File: config.mk
export PLATFORM = sky130hd
export DESIGN_NAME = status_irq_unit
export DESIGN_NICKNAME = d
export VERILOG_FILES = /design/src/core/status_pkg.sv /design/src/core/status_irq_unit.sv /design/src/core/ahb_reg_slave.sv /design/src/core/sticky_bank.sv
export SDC_FILE = /design/constraint.sdc
export NUM_CORES = 1
export LEC_CHECK = 0
export ABC_AREA = 1
export ABC_CLOCK_PERIOD_IN_PS = 1900
export BUFFER_PORTS_ARGS = -buffer_cell sky130_fd_sc_hd__buf_4
export CORE_UTILIZATION = 29
export CTS_BUF_LIST = sky130_fd_sc_hd__clkbuf_2
export DETAILED_ROUTE_END_ITERATION = 7
export PLACE_DENSITY_LB_ADDON = 0.12
export SLEW_MARGIN = 20
export SYNTH_ARGS = -nofsm -noshare
export SYNTH_HDL_FRONTEND = slang
export SYNTH_SLANG_ARGS = --single-unit
File: constraint.sdc
create_clock -name hclk -period 1.9 [get_ports hclk]
set_clock_uncertainty 0.1 [all_clocks]
set_input_delay 0.38 -clock hclk [delete_from_list [all_inputs] [get_ports hclk]]
set_output_delay 0.38 -clock hclk [all_outputs]
set_load 0.01 [all_outputs]
File: src/core/status_pkg.sv
// shared constants, field layouts and carriers of the status latch and interrupt unit
// assumes one 125 MHz clock and a single AHB-Lite master with word accesses only
package status_pkg;

	localparam int              NUM_COND  = 8;
	localparam int              ADDR_W    = 8;
	localparam int              DATA_W    = 32;

	//////////////////////////////////////////////////////////////////////////////
	// register byte offsets
	localparam logic [ADDR_W-1:0] OFF_MOMENTARY  = 8'h00;
	localparam logic [ADDR_W-1:0] OFF_LATCHED    = 8'h04;
	localparam logic [ADDR_W-1:0] OFF_INT_ENABLE = 8'h08;
	localparam logic [ADDR_W-1:0] OFF_CONFIG     = 8'h0c;

	//////////////////////////////////////////////////////////////////////////////
	// condition bit positions, shared by momentary, latched and enable registers
	localparam int              COND_CLK0      = 0;
	localparam int              COND_PLL0_LOCK = 4;
	localparam int              COND_PLL1_LOCK = 5;
	localparam int              COND_PLL0_HOLD = 6;
	localparam int              COND_REF       = 7;

	// config register fields
	localparam int              CFG_MODE_LSB   = 0;
	localparam int              CFG_SEL_LSB    = 2;
	localparam int              CFG_DIS_LSB    = 4;
	localparam int              CFG_INV_BIT    = 8;

	// values after reset
	localparam logic [NUM_COND-1:0] RST_LATCHED = 8'h00;
	localparam logic [NUM_COND-1:0] RST_ENABLE  = 8'h00;
	localparam logic [8:0]          RST_CONFIG  = 9'h000;

	typedef enum logic [1:0] {
		SEL_MANUAL     = 2'h0,
		SEL_AUTO       = 2'h1,
		SEL_SHORT_HOLD = 2'h2,
		SEL_AUTO_HOLD  = 2'h3
	} sel_mode_e;

	typedef struct packed {
		logic              wr;
		logic [ADDR_W-1:0] addr;
		logic [DATA_W-1:0] wdata;
	} reg_wr_s;

	typedef struct packed {
		logic              rd;
		logic [ADDR_W-1:0] addr;
	} reg_rd_s;

	typedef struct packed {
		logic [3:0] clk_active;
		logic       pll0_locked;
		logic       pll1_locked;
		logic       pll0_holdover;
		logic [1:0] active_ref;
	} cond_in_s;

	typedef struct packed {
		sel_mode_e  mode;
		logic [1:0] manual_sel;
		logic [3:0] input_disable_bit;
		logic       pin_output_invert;
	} cfg_s;

endpackage : status_pkg

File: src/core/status_irq_unit.sv
// status latch and interrupt unit: momentary and sticky condition bits, masks, interrupt pin
// assumes condition inputs synchronous to hclk; one AHB-Lite master
//
// Functional notes
// - momentary bits are read-only and show live conditions at read time
// - each monitored condition also has a sticky latched bit set by its fault
// - latched bit stays set until software writes one; zero leaves it
// - clearing only works once the fault is gone, otherwise it sets again
// - each latched bit has an enable; zero masks it from the interrupt
// - all enables zero means the interrupt output never asserts
// - interrupt held while any enabled latched bit set, released when all cleared
// - manual mode: reference status is zero when the selected input is lost
// - automatic mode: zero only when every enabled reference is lost or disabled
// - holdover modes: zero while reference lost and PLL still in holdover
// - interrupt pin drives zero with no interrupt, one on unmasked set bit
// - pin polarity bit set to one inverts the interrupt pin
//
// Chosen here: the placing of the registers and the AHB-Lite interface to the registers.
`timescale 1ns/1ps
module status_irq_unit
	import status_pkg::*;
(
	input  wire logic              hclk,
	input  wire logic              hresetn,
	input  wire logic              hsel,
	input  wire logic [ADDR_W-1:0] haddr,
	input  wire logic [1:0]        htrans,
	input  wire logic              hwrite,
	input  wire logic [2:0]        hsize,
	input  wire logic [DATA_W-1:0] hwdata,
	input  wire logic              hready,
	output logic      [DATA_W-1:0] hrdata,
	output logic                   hreadyout,
	output logic                   hresp,
	input  cond_in_s               cond,
	output logic                   irq,
	output logic                   gpio_irq_pin
);

	//////////////////////////////////////////////////////////////////////////////
	// state

	typedef struct packed {
		logic [NUM_COND-1:0] enable;
		cfg_s                cfg;
		logic                irq;
		logic                pin;
	} top_s;

	top_s                t_r;
	top_s                t_nxt;
	reg_wr_s             wr_req;
	reg_rd_s             rd_req;
	logic [DATA_W-1:0]   rdata;
	logic [NUM_COND-1:0] momentary;
	logic [NUM_COND-1:0] latched;
	logic [NUM_COND-1:0] clr;
	logic                ref_ok;
	logic                pending;

	function automatic logic reg_hit(input logic [ADDR_W-1:0] a, input logic [ADDR_W-1:0] off);
		reg_hit = (a == off);
	endfunction : reg_hit

	//////////////////////////////////////////////////////////////////////////////
	// bus front end

	ahb_reg_slave u_bus (
		.hclk      (hclk),
		.hresetn   (hresetn),
		.hsel      (hsel),
		.haddr     (haddr),
		.htrans    (htrans),
		.hwrite    (hwrite),
		.hsize     (hsize),
		.hwdata    (hwdata),
		.hready    (hready),
		.hrdata    (hrdata),
		.hreadyout (hreadyout),
		.hresp     (hresp),
		.wr_req    (wr_req),
		.rd_req    (rd_req),
		.rdata     (rdata)
	);

	//////////////////////////////////////////////////////////////////////////////
	// reference validity, per selection mode

	always_comb begin
		ref_ok = 1'b1;
		unique case (t_r.cfg.mode)
			SEL_MANUAL: begin
				ref_ok = cond.clk_active[t_r.cfg.manual_sel];
			end
			SEL_AUTO: begin
				ref_ok = |(cond.clk_active & ~t_r.cfg.input_disable_bit);
			end
			SEL_SHORT_HOLD, SEL_AUTO_HOLD: begin
				ref_ok = !(!cond.clk_active[cond.active_ref] && cond.pll0_holdover);
			end
		endcase
	end

	// a one in every momentary bit means healthy, so a fault is its complement
	always_comb begin
		momentary = {ref_ok, !cond.pll0_holdover, cond.pll1_locked, cond.pll0_locked,
			cond.clk_active};
	end

	//////////////////////////////////////////////////////////////////////////////
	// sticky bits

	// clear is taken in the write data phase, one cycle after its address
	assign clr = (wr_req.wr && reg_hit(wr_req.addr, OFF_LATCHED)) ? wr_req.wdata[NUM_COND-1:0] : '0;

	sticky_bank #(
		.N (NUM_COND)
	) u_bank (
		.hclk    (hclk),
		.hresetn (hresetn),
		.fault   (~momentary),
		.clr     (clr),
		.latched (latched)
	);

	//////////////////////////////////////////////////////////////////////////////
	// register read mux; unmapped addresses read zero

	always_comb begin
		rdata = '0;
		if (reg_hit(rd_req.addr, OFF_MOMENTARY)) begin
			rdata[NUM_COND-1:0] = momentary;
		end else if (reg_hit(rd_req.addr, OFF_LATCHED)) begin
			rdata[NUM_COND-1:0] = latched;
		end else if (reg_hit(rd_req.addr, OFF_INT_ENABLE)) begin
			rdata[NUM_COND-1:0] = t_r.enable;
		end else if (reg_hit(rd_req.addr, OFF_CONFIG)) begin
			// field by field: the packed struct order is not the register layout
			rdata[CFG_MODE_LSB +: 2] = t_r.cfg.mode;
			rdata[CFG_SEL_LSB +: 2]  = t_r.cfg.manual_sel;
			rdata[CFG_DIS_LSB +: 4]  = t_r.cfg.input_disable_bit;
			rdata[CFG_INV_BIT]       = t_r.cfg.pin_output_invert;
		end
	end

	//////////////////////////////////////////////////////////////////////////////
	// control registers and interrupt

	assign pending = |(latched & t_r.enable);

	always_comb begin
		t_nxt = t_r;
		if (wr_req.wr && reg_hit(wr_req.addr, OFF_INT_ENABLE)) begin
			t_nxt.enable = wr_req.wdata[NUM_COND-1:0];
		end
		if (wr_req.wr && reg_hit(wr_req.addr, OFF_CONFIG)) begin
			t_nxt.cfg.mode              = sel_mode_e'(wr_req.wdata[CFG_MODE_LSB +: 2]);
			t_nxt.cfg.manual_sel        = wr_req.wdata[CFG_SEL_LSB +: 2];
			t_nxt.cfg.input_disable_bit = wr_req.wdata[CFG_DIS_LSB +: 4];
			t_nxt.cfg.pin_output_invert = wr_req.wdata[CFG_INV_BIT];
		end
		// masked bits never reach the output, even while latched
		t_nxt.irq = pending;
		t_nxt.pin = pending ^ t_r.cfg.pin_output_invert;
	end

	always_ff @(posedge hclk or negedge hresetn) begin
		if (!hresetn) begin
			t_r.enable <= RST_ENABLE;
			t_r.cfg    <= RST_CONFIG;
			t_r.irq    <= 1'b0;
			t_r.pin    <= 1'b0;
		end else begin
			t_r <= t_nxt;
		end
	end

	assign irq          = t_r.irq;
	assign gpio_irq_pin = t_r.pin;
endmodule : status_irq_unit

File: src/core/ahb_reg_slave.sv
// AHB-Lite slave front end: hands writes and reads of whole words to the register file
// assumes it is the only slave, so hreadyout is the bus hready
`timescale 1ns/1ps
module ahb_reg_slave
	import status_pkg::*;
(
	input  wire logic              hclk,
	input  wire logic              hresetn,
	input  wire logic              hsel,
	input  wire logic [ADDR_W-1:0] haddr,
	input  wire logic [1:0]        htrans,
	input  wire logic              hwrite,
	input  wire logic [2:0]        hsize,
	input  wire logic [DATA_W-1:0] hwdata,
	input  wire logic              hready,
	output logic      [DATA_W-1:0] hrdata,
	output logic                   hreadyout,
	output logic                   hresp,
	output reg_wr_s                wr_req,
	output reg_rd_s                rd_req,
	input  wire logic [DATA_W-1:0] rdata
);

	typedef enum logic [2:0] {
		BUS_IDLE  = 3'b001,
		BUS_WDATA = 3'b010,
		BUS_RWAIT = 3'b100
	} bus_state_e;

	typedef struct packed {
		bus_state_e        st;
		logic [ADDR_W-1:0] addr;
		logic [DATA_W-1:0] hrdata;
		logic              hreadyout;
	} slave_s;

	slave_s s_r;
	slave_s s_nxt;
	logic   accept;

	// hsize is not checked: only whole-word single transfers are issued
	assign accept = hsel && htrans[1] && hready;

	always_comb begin
		s_nxt = s_r;
		s_nxt.hreadyout = 1'b1;
		s_nxt.st = BUS_IDLE;
		if (s_r.st == BUS_RWAIT) begin
			// one wait state so a read sees writes committed just before it
			s_nxt.hrdata = rdata;
		end else if (accept) begin
			s_nxt.addr = haddr;
			if (hwrite) begin
				s_nxt.st = BUS_WDATA;
			end else begin
				s_nxt.st = BUS_RWAIT;
				s_nxt.hreadyout = 1'b0;
			end
		end
	end

	always_ff @(posedge hclk or negedge hresetn) begin
		if (!hresetn) begin
			s_r <= '{st: BUS_IDLE, addr: '0, hrdata: '0, hreadyout: 1'b1};
		end else begin
			s_r <= s_nxt;
		end
	end

	assign hrdata       = s_r.hrdata;
	assign hreadyout    = s_r.hreadyout;
	assign hresp        = 1'b0;
	assign wr_req.wr    = (s_r.st == BUS_WDATA);
	assign wr_req.addr  = s_r.addr;
	assign wr_req.wdata = hwdata;
	assign rd_req.rd    = (s_r.st == BUS_RWAIT);
	assign rd_req.addr  = s_r.addr;

endmodule : ahb_reg_slave

File: src/core/sticky_bank.sv
// bank of sticky fault bits, set by a fault level and cleared by a write-one pulse
// assumes fault levels are synchronous to hclk
`timescale 1ns/1ps
module sticky_bank
	import status_pkg::*;
#(
	parameter int N = NUM_COND
) (
	input  wire logic         hclk,
	input  wire logic         hresetn,
	input  wire logic [N-1:0] fault,
	input  wire logic [N-1:0] clr,
	output logic      [N-1:0] latched
);

	typedef struct packed {
		logic [N-1:0] bits;
	} bank_s;

	bank_s b_r;
	bank_s b_nxt;

	genvar i;
	generate
		for (i = 0; i < N; i++) begin : g_bit
			// a persisting fault re-sets the bit, so set wins over clear
			always_comb begin
				b_nxt.bits[i] = fault[i] | (b_r.bits[i] & ~clr[i]);
			end
		end
	endgenerate

	always_ff @(posedge hclk or negedge hresetn) begin
		if (!hresetn) begin
			b_r <= '{bits: '0};
		end else begin
			b_r <= b_nxt;
		end
	end

	assign latched = b_r.bits;

endmodule : sticky_bank

== Yosys cells after proc, flatten, opt, wreduce, memory -nomap -nowiden ==
Index checks and enable logic that the tools add are counted.

* Latch bits: 0
* RAM bits: 0
* Memories: 0
* Logic and storage cells: 86
* Bits in registers: 48
* Input port bits: 59
* Output and inout bits: 36
* Bits in read-only memories: 0

* Bitwise operators: 30
* Shift operators: 0
* Equal/unequal tests: 8
* Reductions and logical operators: 15
* Mux-type cells: 19
* Add/subtract/negate cells: 0
* $lt $le $gt $ge: 2
* Divide/modulo/power cells: 0
* $mul: 0

{| class="wikitable"
|+ Operator list
! cell !! number
|-
| 8-bit 2-to-1 mux || 4
|-
| 11-bit 2-to-1 mux || 2
|-
| 8-bit by 4-bit == test with 1-bit output, second input constant || 2
|-
| 9-bit 2-to-1 mux || 1
|-
| 1-bit inverter || 9
|-
| 1-bit AND || 8
|-
| 8-bit AND || 1
|-
| 8-bit by 3-bit == test with 1-bit output, second input constant || 1
|-
| 8-bit logical NOT || 1
|-
| 1-bit 2-to-1 mux || 8
|-
| 8-bit inverter || 1
|-
| 1-bit bitwise OR || 8
|-
| 8-bit OR reduction || 1
|-
| 1-bit logical AND || 6
|-
| 2-bit by 3-bit less-than comparator with 1-bit output, second input constant || 2
|-
| 4-bit AND || 1
|-
| 1-bit binary-select mux with 2-bit select || 2
|-
| 2-bit == test, second input constant || 2
|-
| 4-bit inverter || 1
|-
| 4-bit OR reduction || 1
|-
| 3-bit by 2-bit == test with 1-bit output, second input constant || 1
|-
| 3-bit == test, second input constant || 1
|-
| 1-bit logical NOT || 3
|-
| 3-bit 2-to-1 mux || 1
|-
| 6 further kinds || 6
|}

== Logic depth before layout (Yosys ltp) ==
Gate-level depths: netlist of the first run.

* Depth after elaboration: 8
* Depth in mapped cells: 10
* Gate-level depth less buffers: 9

== By module ==
A second synthesis of the first run with hierarchy kept.

* Cell total of the unflattened synthesis: 518
* Area total of the unflattened synthesis: 4061.4 µm²

{| class="wikitable"
|+ By module, submodules not included
! module !! seq. area each (µm²) !! times used !! area each (µm²) !! cells each
|-
| ahb_reg_slave || 1103.6 || 1 || 2307.2 || 266
|-
| status_irq_unit || 475.5 || 1 || 1433.9 || 212
|-
| sticky_bank || 200.2 || 1 || 320.3 || 40
|}

== Worst setup path before layout of the first run ==
OpenSTA, ideal clock, no wires.

* Path kind: flip-flop to flip-flop
* Start: register u_bus.s_r, in the netlist u_bus.rd_req[2]
* End: register t_r[16] in the netlist's numbering
* Stages on the path, launching flop included: 8
* Period minus slack after synthesis: 1.435 ns
* Path slack: 0.465 ns
* Data required time: 1.681 ns
* Setup time: 0.119 ns
* Buffers on the path: 1
* Data arrival time: 1.215 ns
* Cells stage by stage: dfrtp_1 inv_2 nand2_2 nor2_4 nand3_4 buf_6 nand2_2 o21ai_2

* Cells in the longest elaborated chain, start to end: 2

{| class="wikitable"
|+ Ends and longest elaborated chain
! item !! line !! RTL
|-
| from (decl) || ahb_reg_slave.sv:37 || <nowiki>slave_s s_r;</nowiki>
|-
| from (signal assigned) || ahb_reg_slave.sv:64 || <nowiki>s_r <= '{st: BUS_IDLE, addr: '0, hrdata: '0, hreadyout: 1'b1};</nowiki>
|-
| from (signal assigned) || ahb_reg_slave.sv:66 || <nowiki>s_r <= s_nxt;</nowiki>
|-
| 8-bit by 4-bit == test with 1-bit output || status_irq_unit.sv:62 || <nowiki>reg_hit = (a == off);</nowiki>
|-
| 1-bit logical AND || status_irq_unit.sv:153 || <nowiki>if (wr_req.wr && reg_hit(wr_req.addr, OFF_INT_ENABLE)) begin</nowiki>
|-
| to (signal assigned) || status_irq_unit.sv:174 || <nowiki>t_r <= t_nxt;</nowiki>
|-
| to (decl) || status_irq_unit.sv:50 || <nowiki>top_s t_r;</nowiki>
|}

Every way passes these cells.
A chain may end at the register's enable or synchronous reset.

== Worst setup path after layout of the first run ==
* Start: register u_bus.s_r, in the netlist u_bus.rd_req[2]
* End: register u_bus.s_r, in the netlist u_bus.hrdata[7]

* Cells in the longest elaborated chain, start to end: 5
* Elaborated cells on any way between the ends: 8
* Those cells by class: eq/ne (3); mux (4); reduce/logical (1)

{| class="wikitable"
|+ Ends and longest elaborated chain
! item !! line !! RTL
|-
| 8-bit by 4-bit == test with 1-bit output || status_irq_unit.sv:62 ||
|-
| 9-bit 2-to-1 mux || status_irq_unit.sv:137 || <nowiki>end else if (reg_hit(rd_req.addr, OFF_CONFIG)) begin</nowiki>
|-
| 8-bit 2-to-1 mux || status_irq_unit.sv:135 || <nowiki>end else if (reg_hit(rd_req.addr, OFF_INT_ENABLE)) begin</nowiki>
|-
| 8-bit 2-to-1 mux || status_irq_unit.sv:133 || <nowiki>end else if (reg_hit(rd_req.addr, OFF_LATCHED)) begin</nowiki>
|-
| 8-bit 2-to-1 mux (*) || status_irq_unit.sv:131 || <nowiki>if (reg_hit(rd_req.addr, OFF_MOMENTARY)) begin</nowiki>
|}

Mark *: on every way between the ends. The rest lies on a longest branch, timed or not.

==> metrics.txt, run 1 <==
outcome finished clean; critical path type reg2reg; Worst Path Required 2.21 ns; register area share after synthesis 45.5%; Fillers 959; Final setup viols 0; PortBufs 43; worst-path fanout max 9; gr ovfl total 0; vias in the first global route 2013; CP startpoint kind flop; Worst slew margin 57.9%; Hold Path Class in2reg; Tmin final 1.62 ns; Clock Pin Slew Worst Setup and Hold Paths 0.25 ns; Max-Cap Viols 0; CTS Buffer Depth 2; area of the core 8760 um2; pin count of the biggest net entering global routing 49; DR DRC count 0; multi-input logic area 1120 um2; Final GP Congestion 0.782; Placed Instances 459; Mapped Cells 319; Nets 429; via count 2086; share of cells above drive strength 1 25.9%; Mean Syn Cell Area 8.28 um2; crit share post-route 85.4%; RSZ-0062 raised after global routing false; setup TNS 0 ns; initial antenna violation count 0; Worst EP arrival 1.93 ns; Die H 97.5 um; post-CTS sizing 0; CP endpoint kind flop; Synth warnings 0; Starting Density 30.2%; Sink Count 48; CTS Buf Count 5; Max Slew Vio Count 0; Vias/cell 4.35; Leak Pwr 1.62 nW; Starting DRT DRC Count 78; Ports 95; DP Wirelength 4.48 mm; Rows 34; Post-Route WL 6.06 mm; WL per Instance 12.7 um; Finished Layout Cells 479; number of H-tree levels 2; Least-Margin Pin Slew 0.632 ns; CTS tree yes; Initial DRT Pass Iterations 4; Clk Latency, worst-skew pair 0.43 ns; Die ar. 9500 um2; n_diodes 0; FMAX 0.616 GHz; Die Width 97.5 um; Cell variety after synth 28; Mapped Area 2640 um2; total track usage 13.6%; Final Hold Viols 0; Worst VDD drop 0.000283 V; Clock Tree Root clkbuf_2; Area Overhead vs Synth 19.8%; post-synthesis register bit count 48; PD cells 766 nW/um2; placed instance area 2930 um2; setup bufs post-CTS 0; Final ANT Viol Nets 0; Hold WS 0.0308 ns; first-pass GRT wire length 10.3 mm; register area 1200 um2; final std cell area, no fill 3170 um2
-- sequential cells by signal, summed over array words and instances (netlist names) --
| signal | flops |
|---|---|
| u_bus.rd_req | 8 |
| t_r | 17 |
| gpio_irq_pin | 1 |
| u_bus.s_r | 3 |
| u_bus.hrdata | 9 |
| irq | 1 |
| u_bank.latched | 8 |
| u_bus.hreadyout | 1 |
-- worst max-delay path, stage by stage (launching register included) --
cell	delay, ns
dfrtp_1	0.50
inv_2	0.19
nand2_2	0.08
nor2_4	0.17
buf_4	0.17
nand3_1	0.08
nand2_1	0.07
nor2_1	0.04
nor2_1	0.08
nand2_1	0.06
nand2_1	0.05
-- layout by cell type, fill, tap and decap left out, types with 3 or more instances in the layout --
cell,synthesis,final
conb_1,1,24
bufinv_16,0,3
nand2_1,98,98
buf_4,34,47
clkbuf_2,0,5
o211ai_1,12,12
nor2_1,21,21
nand2_2,5,5
inv_2,6,6
dfrtp_1,46,46
nand3_1,20,20
o21ai_2,16,16
inv_1,25,25
o21ai_1,10,10
dlygate4sd3_1,0,12
-- per-stage QoR --
stage	utilization [%]	power [mW]	setup slack, ns
3_5_place_dp	33.5	1.61	0.294
5_1_grt	36.1	2.56	0.139
3_3_place_gp	33.5	1.60	0.303
6_report	36.1	2.42	0.277
2_1_floorplan	-	1.48	0.465
4_1_cts	35.6	2.46	0.266
-- path summary, 6_finish.rpt --
| kind | from | endpoint | slack, ns | cells after the start |
|---|---|---|---|---|
| max | u_bus.rd_req[2] | u_bus.hrdata[7] | 0.28 | 10 |
| min | haddr[4] | u_bus.rd_req[4] | 0.03 | 3 |
| max reg2reg | u_bus.rd_req[2] | u_bus.hrdata[7] | 0.28 | 10 |
| min reg2reg | u_bus.rd_req[6] | u_bus.rd_req[6] | 0.41 | 2 |
| max in group asynchronous | hresetn | u_bank.latched[2] | 0.92 | 2 |
| min in group asynchronous | hresetn | u_bus.rd_req[6] | 0.37 | 2 |
-- power breakdown --
group	internal [mW]	switching [mW]	total, mW
registers	1.09	0.0461	1.14
clock network	0.485	0.340	0.825
logic	0.188	0.272	0.460
-- metal layers --
layer  track usage (%)  routed length, um  part of all wire, %  vias to the layer above
li1                  -                  -                    -                     1073
met1              19.8               3070                   51                      959
met2              20.0               2670                   44                       49
met3              3.24                251                  4.1                        5
met4              3.51                 65                  1.1                        0
met5                 0                  0                    0                        -
-- kinds of logic after synthesis --
group                  count (synthesis)  share of synthesized area, %
DFF                                   48                          45.5
AOI/OAI and AO/OA                     46                          12.6
buffers and inverters                 70                          15.4
and+or+nand+nor                      154                          26.3
other                                  1                         0.142
-- area by class of cell --
cell class	instances	area share (%)
timing repair buffer	59	14.9
inverter	32	3.83
clock buffer	5	0.790
multi-input combinational	224	35.3
tap	108	4.27
clock inverter	3	2.84
sequential	48	38.0
-- synth_stat cells --
master	count	area share [%]
nor2_2	2	0.47
nand2_4	2	0.85
inv_2	6	0.85
dfrtp_1	46	44
clkbuf_1	2	0.28
inv_1	25	3.6
o21ai_0	2	0.38
nor2_4	2	0.85
a21oi_2	1	0.33
o211ai_1	12	3.4
o21ai_1	10	1.9
a221oi_1	2	0.66
clkinv_2	1	0.19
nand2_2	5	1.2
nand2_1	98	14
nand3_4	1	0.66
conb_1	1	0.14
nand3_1	20	3.8
buf_6	2	0.85
nand4_4	1	0.80
nand3_2	1	0.38
nor3_2	1	0.38
o21ai_2	16	5.3
a21oi_1	2	0.38
nor2_1	21	3.0
dfstp_2	2	2.0
buf_4	34	9.7
o31ai_1	1	0.28
-- what timing repair did --
item,4_1_cts,5_1_grt
hold endpoints to repair,52,5
hold buffers,7,5
endpoints found under the setup margin,0,0
No activity file was read; power rests on OpenSTA's default activity.
==> run 2: changes to the inputs <==
- CAP_MARGIN: not set -> 40
- CORE_UTILIZATION: 29 -> 45
==> metrics.txt, run 2 (synthesis results as in run 1) <==
outcome finished clean; Clock Pin Slew Worst Setup and Hold Paths 0.24 ns (about the same); Clock Tree Root clkbuf_2; commonest non-fill, non-tap cell in the layout nand2_1; CP endpoint kind flop; post-CTS sizing 0 (unchanged); gr ovfl total 0 (unchanged); Hold WS 0.0157 ns (-0.0151 ns); vias in the first global route 1936 (-3.8%); crit share post-route 85.4% (about the same); Worst Setup Slack, final 0.277 ns (-0.000575 ns); pin count of the biggest net entering global routing 49 (unchanged); setup bufs post-CTS 0 (unchanged); Final setup viols 0 (unchanged); RSZ-0062 raised after global routing false; Max Slew Vio Count 0 (unchanged); Most flops, register t_r; Final Hold Viols 0 (unchanged); CP startpoint kind flop; Reg-to-Reg Start u_bus.rd_req[2]; worst-path fanout max 9 (unchanged); Post-Route WL 5.42 mm (-11%); CTS Buffer Depth 2 (unchanged); Max-Cap Viols 0 (unchanged); Clk Latency, worst-skew pair 0.44 ns (about the same); Final GP Congestion 0.828 (+6.0%); Hold Buf Count CTS 4 (-3); initial antenna violation count 0 (unchanged); setup TNS 0 ns (unchanged); CTS tree yes; Die H 78.6 um (-19%); Worst slew margin 59.0% (+1.2 points); n_diodes 0 (unchanged); CTS Buf Count 5 (unchanged); number of H-tree levels 2 (unchanged); Final Util 53.7% (+18 points); Least-Margin Pin Slew 0.615 ns (-0.0175 ns); WL per Instance 12.4 um (-2.2%); max FFs per register 17 (unchanged); dpl ws 0.315 ns (+0.0208 ns); DR DRC count 0 (unchanged); commonest cells after routing, fill and taps aside nand2_1 (98), buf_4 (47), dfrtp_1 (46), inv_1 (25), conb_1 (24); Worst EP arrival 1.91 ns (-0.02 ns); crit path from u_bus.rd_req[2]; Starting Density 47.4% (+17 points); Tmin final 1.62 ns (+0.000575 ns); Die Width 78.6 um (-19%); Hold Path Class in2reg; Ports 95 (unchanged); first-pass GRT wire length 9.47 mm (-8.1%); Nets 424 (-1.2%); Area Overhead vs Synth 13.4%; Sink Count 48 (unchanged); Worst VDD drop 0.000292 V (+3.3%); hold path startpoint haddr[4]; PD cells 671 nW/um2 (-12%); PortBufs 43 (unchanged); Rows 27 (-21%); critical path type reg2reg; area of the core 5570 um2 (-36%); via count 2109 (+1.1%); share of cells above drive strength 1 26.0% (+0.080 points); Worst Path Required 2.19 ns (-0.02 ns); total power draw 2.01 mW (-17%); Vias/cell 4.82 (+11%); DP Wirelength 3.90 mm (-13%); Die ar. 6180 um2 (-35%); Leak Pwr 1.56 nW (-3.3%); total track usage 20.1% (+6.5 points); Final ANT Viol Nets 0 (unchanged); Starting DRT DRC Count 113 (+45%); FMAX 0.616 GHz (about the same); Initial DRT Pass Iterations 4 (unchanged)
==> run 2: cell types whose count changed in the layout (fill, tap and decap cells not counted), sizes merged <==
cell,previous run,this run
clkbuf,5,7
dlygate4sd3,12,7
clkinv,1,2
bufinv,3,0
==> run 2: power by group <==
| part | switching (mW) | leakage [nW] | internal (mW) | total, mW |
|---|---|---|---|---|
| Combinational | 0.265 | 1.04 | 0.181 | 0.446 |
| Clock | 0.326 | 0.0306 | 0.0983 | 0.424 |
| Sequential | 0.0451 | 0.488 | 1.09 | 1.14 |
==> run 2: cell type report <==
type | instances | area (um2)
Inverter | 32 | 121
Clock inverter | 1 | 3.75
Tap cell | 72 | 90.1
Fill cell | 563 | 2580
Timing Repair Buffer | 54 | 423
Sequential cell | 48 | 1200
Clock buffer | 7 | 35.0
Multi-Input combinational cell | 224 | 1120
==> run 2: final timing paths <==
| kind | endpoint | cells past startpoint | slack [ns] |
|---|---|---|---|
| hold reg to reg | u_bus.rd_req[7] | 2 | 0.41 |
| setup / recovery | u_bus.hrdata[2] | 8 | 0.28 |
| hold / removal | u_bus.rd_req[4] | 3 | 0.02 |
| setup reg to reg | u_bus.hrdata[2] | 8 | 0.28 |
| max in group asynchronous | u_bus.hrdata[8] | 2 | 0.92 |
| min in group asynchronous | u_bus.rd_req[6] | 2 | 0.34 |
==> run 2: metrics by stage <==
step,cell area [um2],std cells
6_report,3000,438
5_1_grt,3000,438
4_1_cts,2970,435
3_5_place_dp,2890,423
3_3_place_gp,2890,423
2_1_floorplan,2730,342
==> run 2: metal layers <==
layer	vias up	wire length, um	global-route usage (%)
met5	-	0	0
li1	1055	-	-
met4	0	59	6.48
met2	67	2430	30.5
met3	6	291	3.60
met1	981	2640	28.9
==> run 2: worst max-delay path: stages, from the launching register on <==
cell and delay [ns]:
dfrtp_1 0.51, inv_2 0.18, nand2_2 0.08, nor2_4 0.19, buf_4 0.17, nand3_1 0.07, o211ai_1 0.12, nand2_1 0.10
nand2_1 0.06
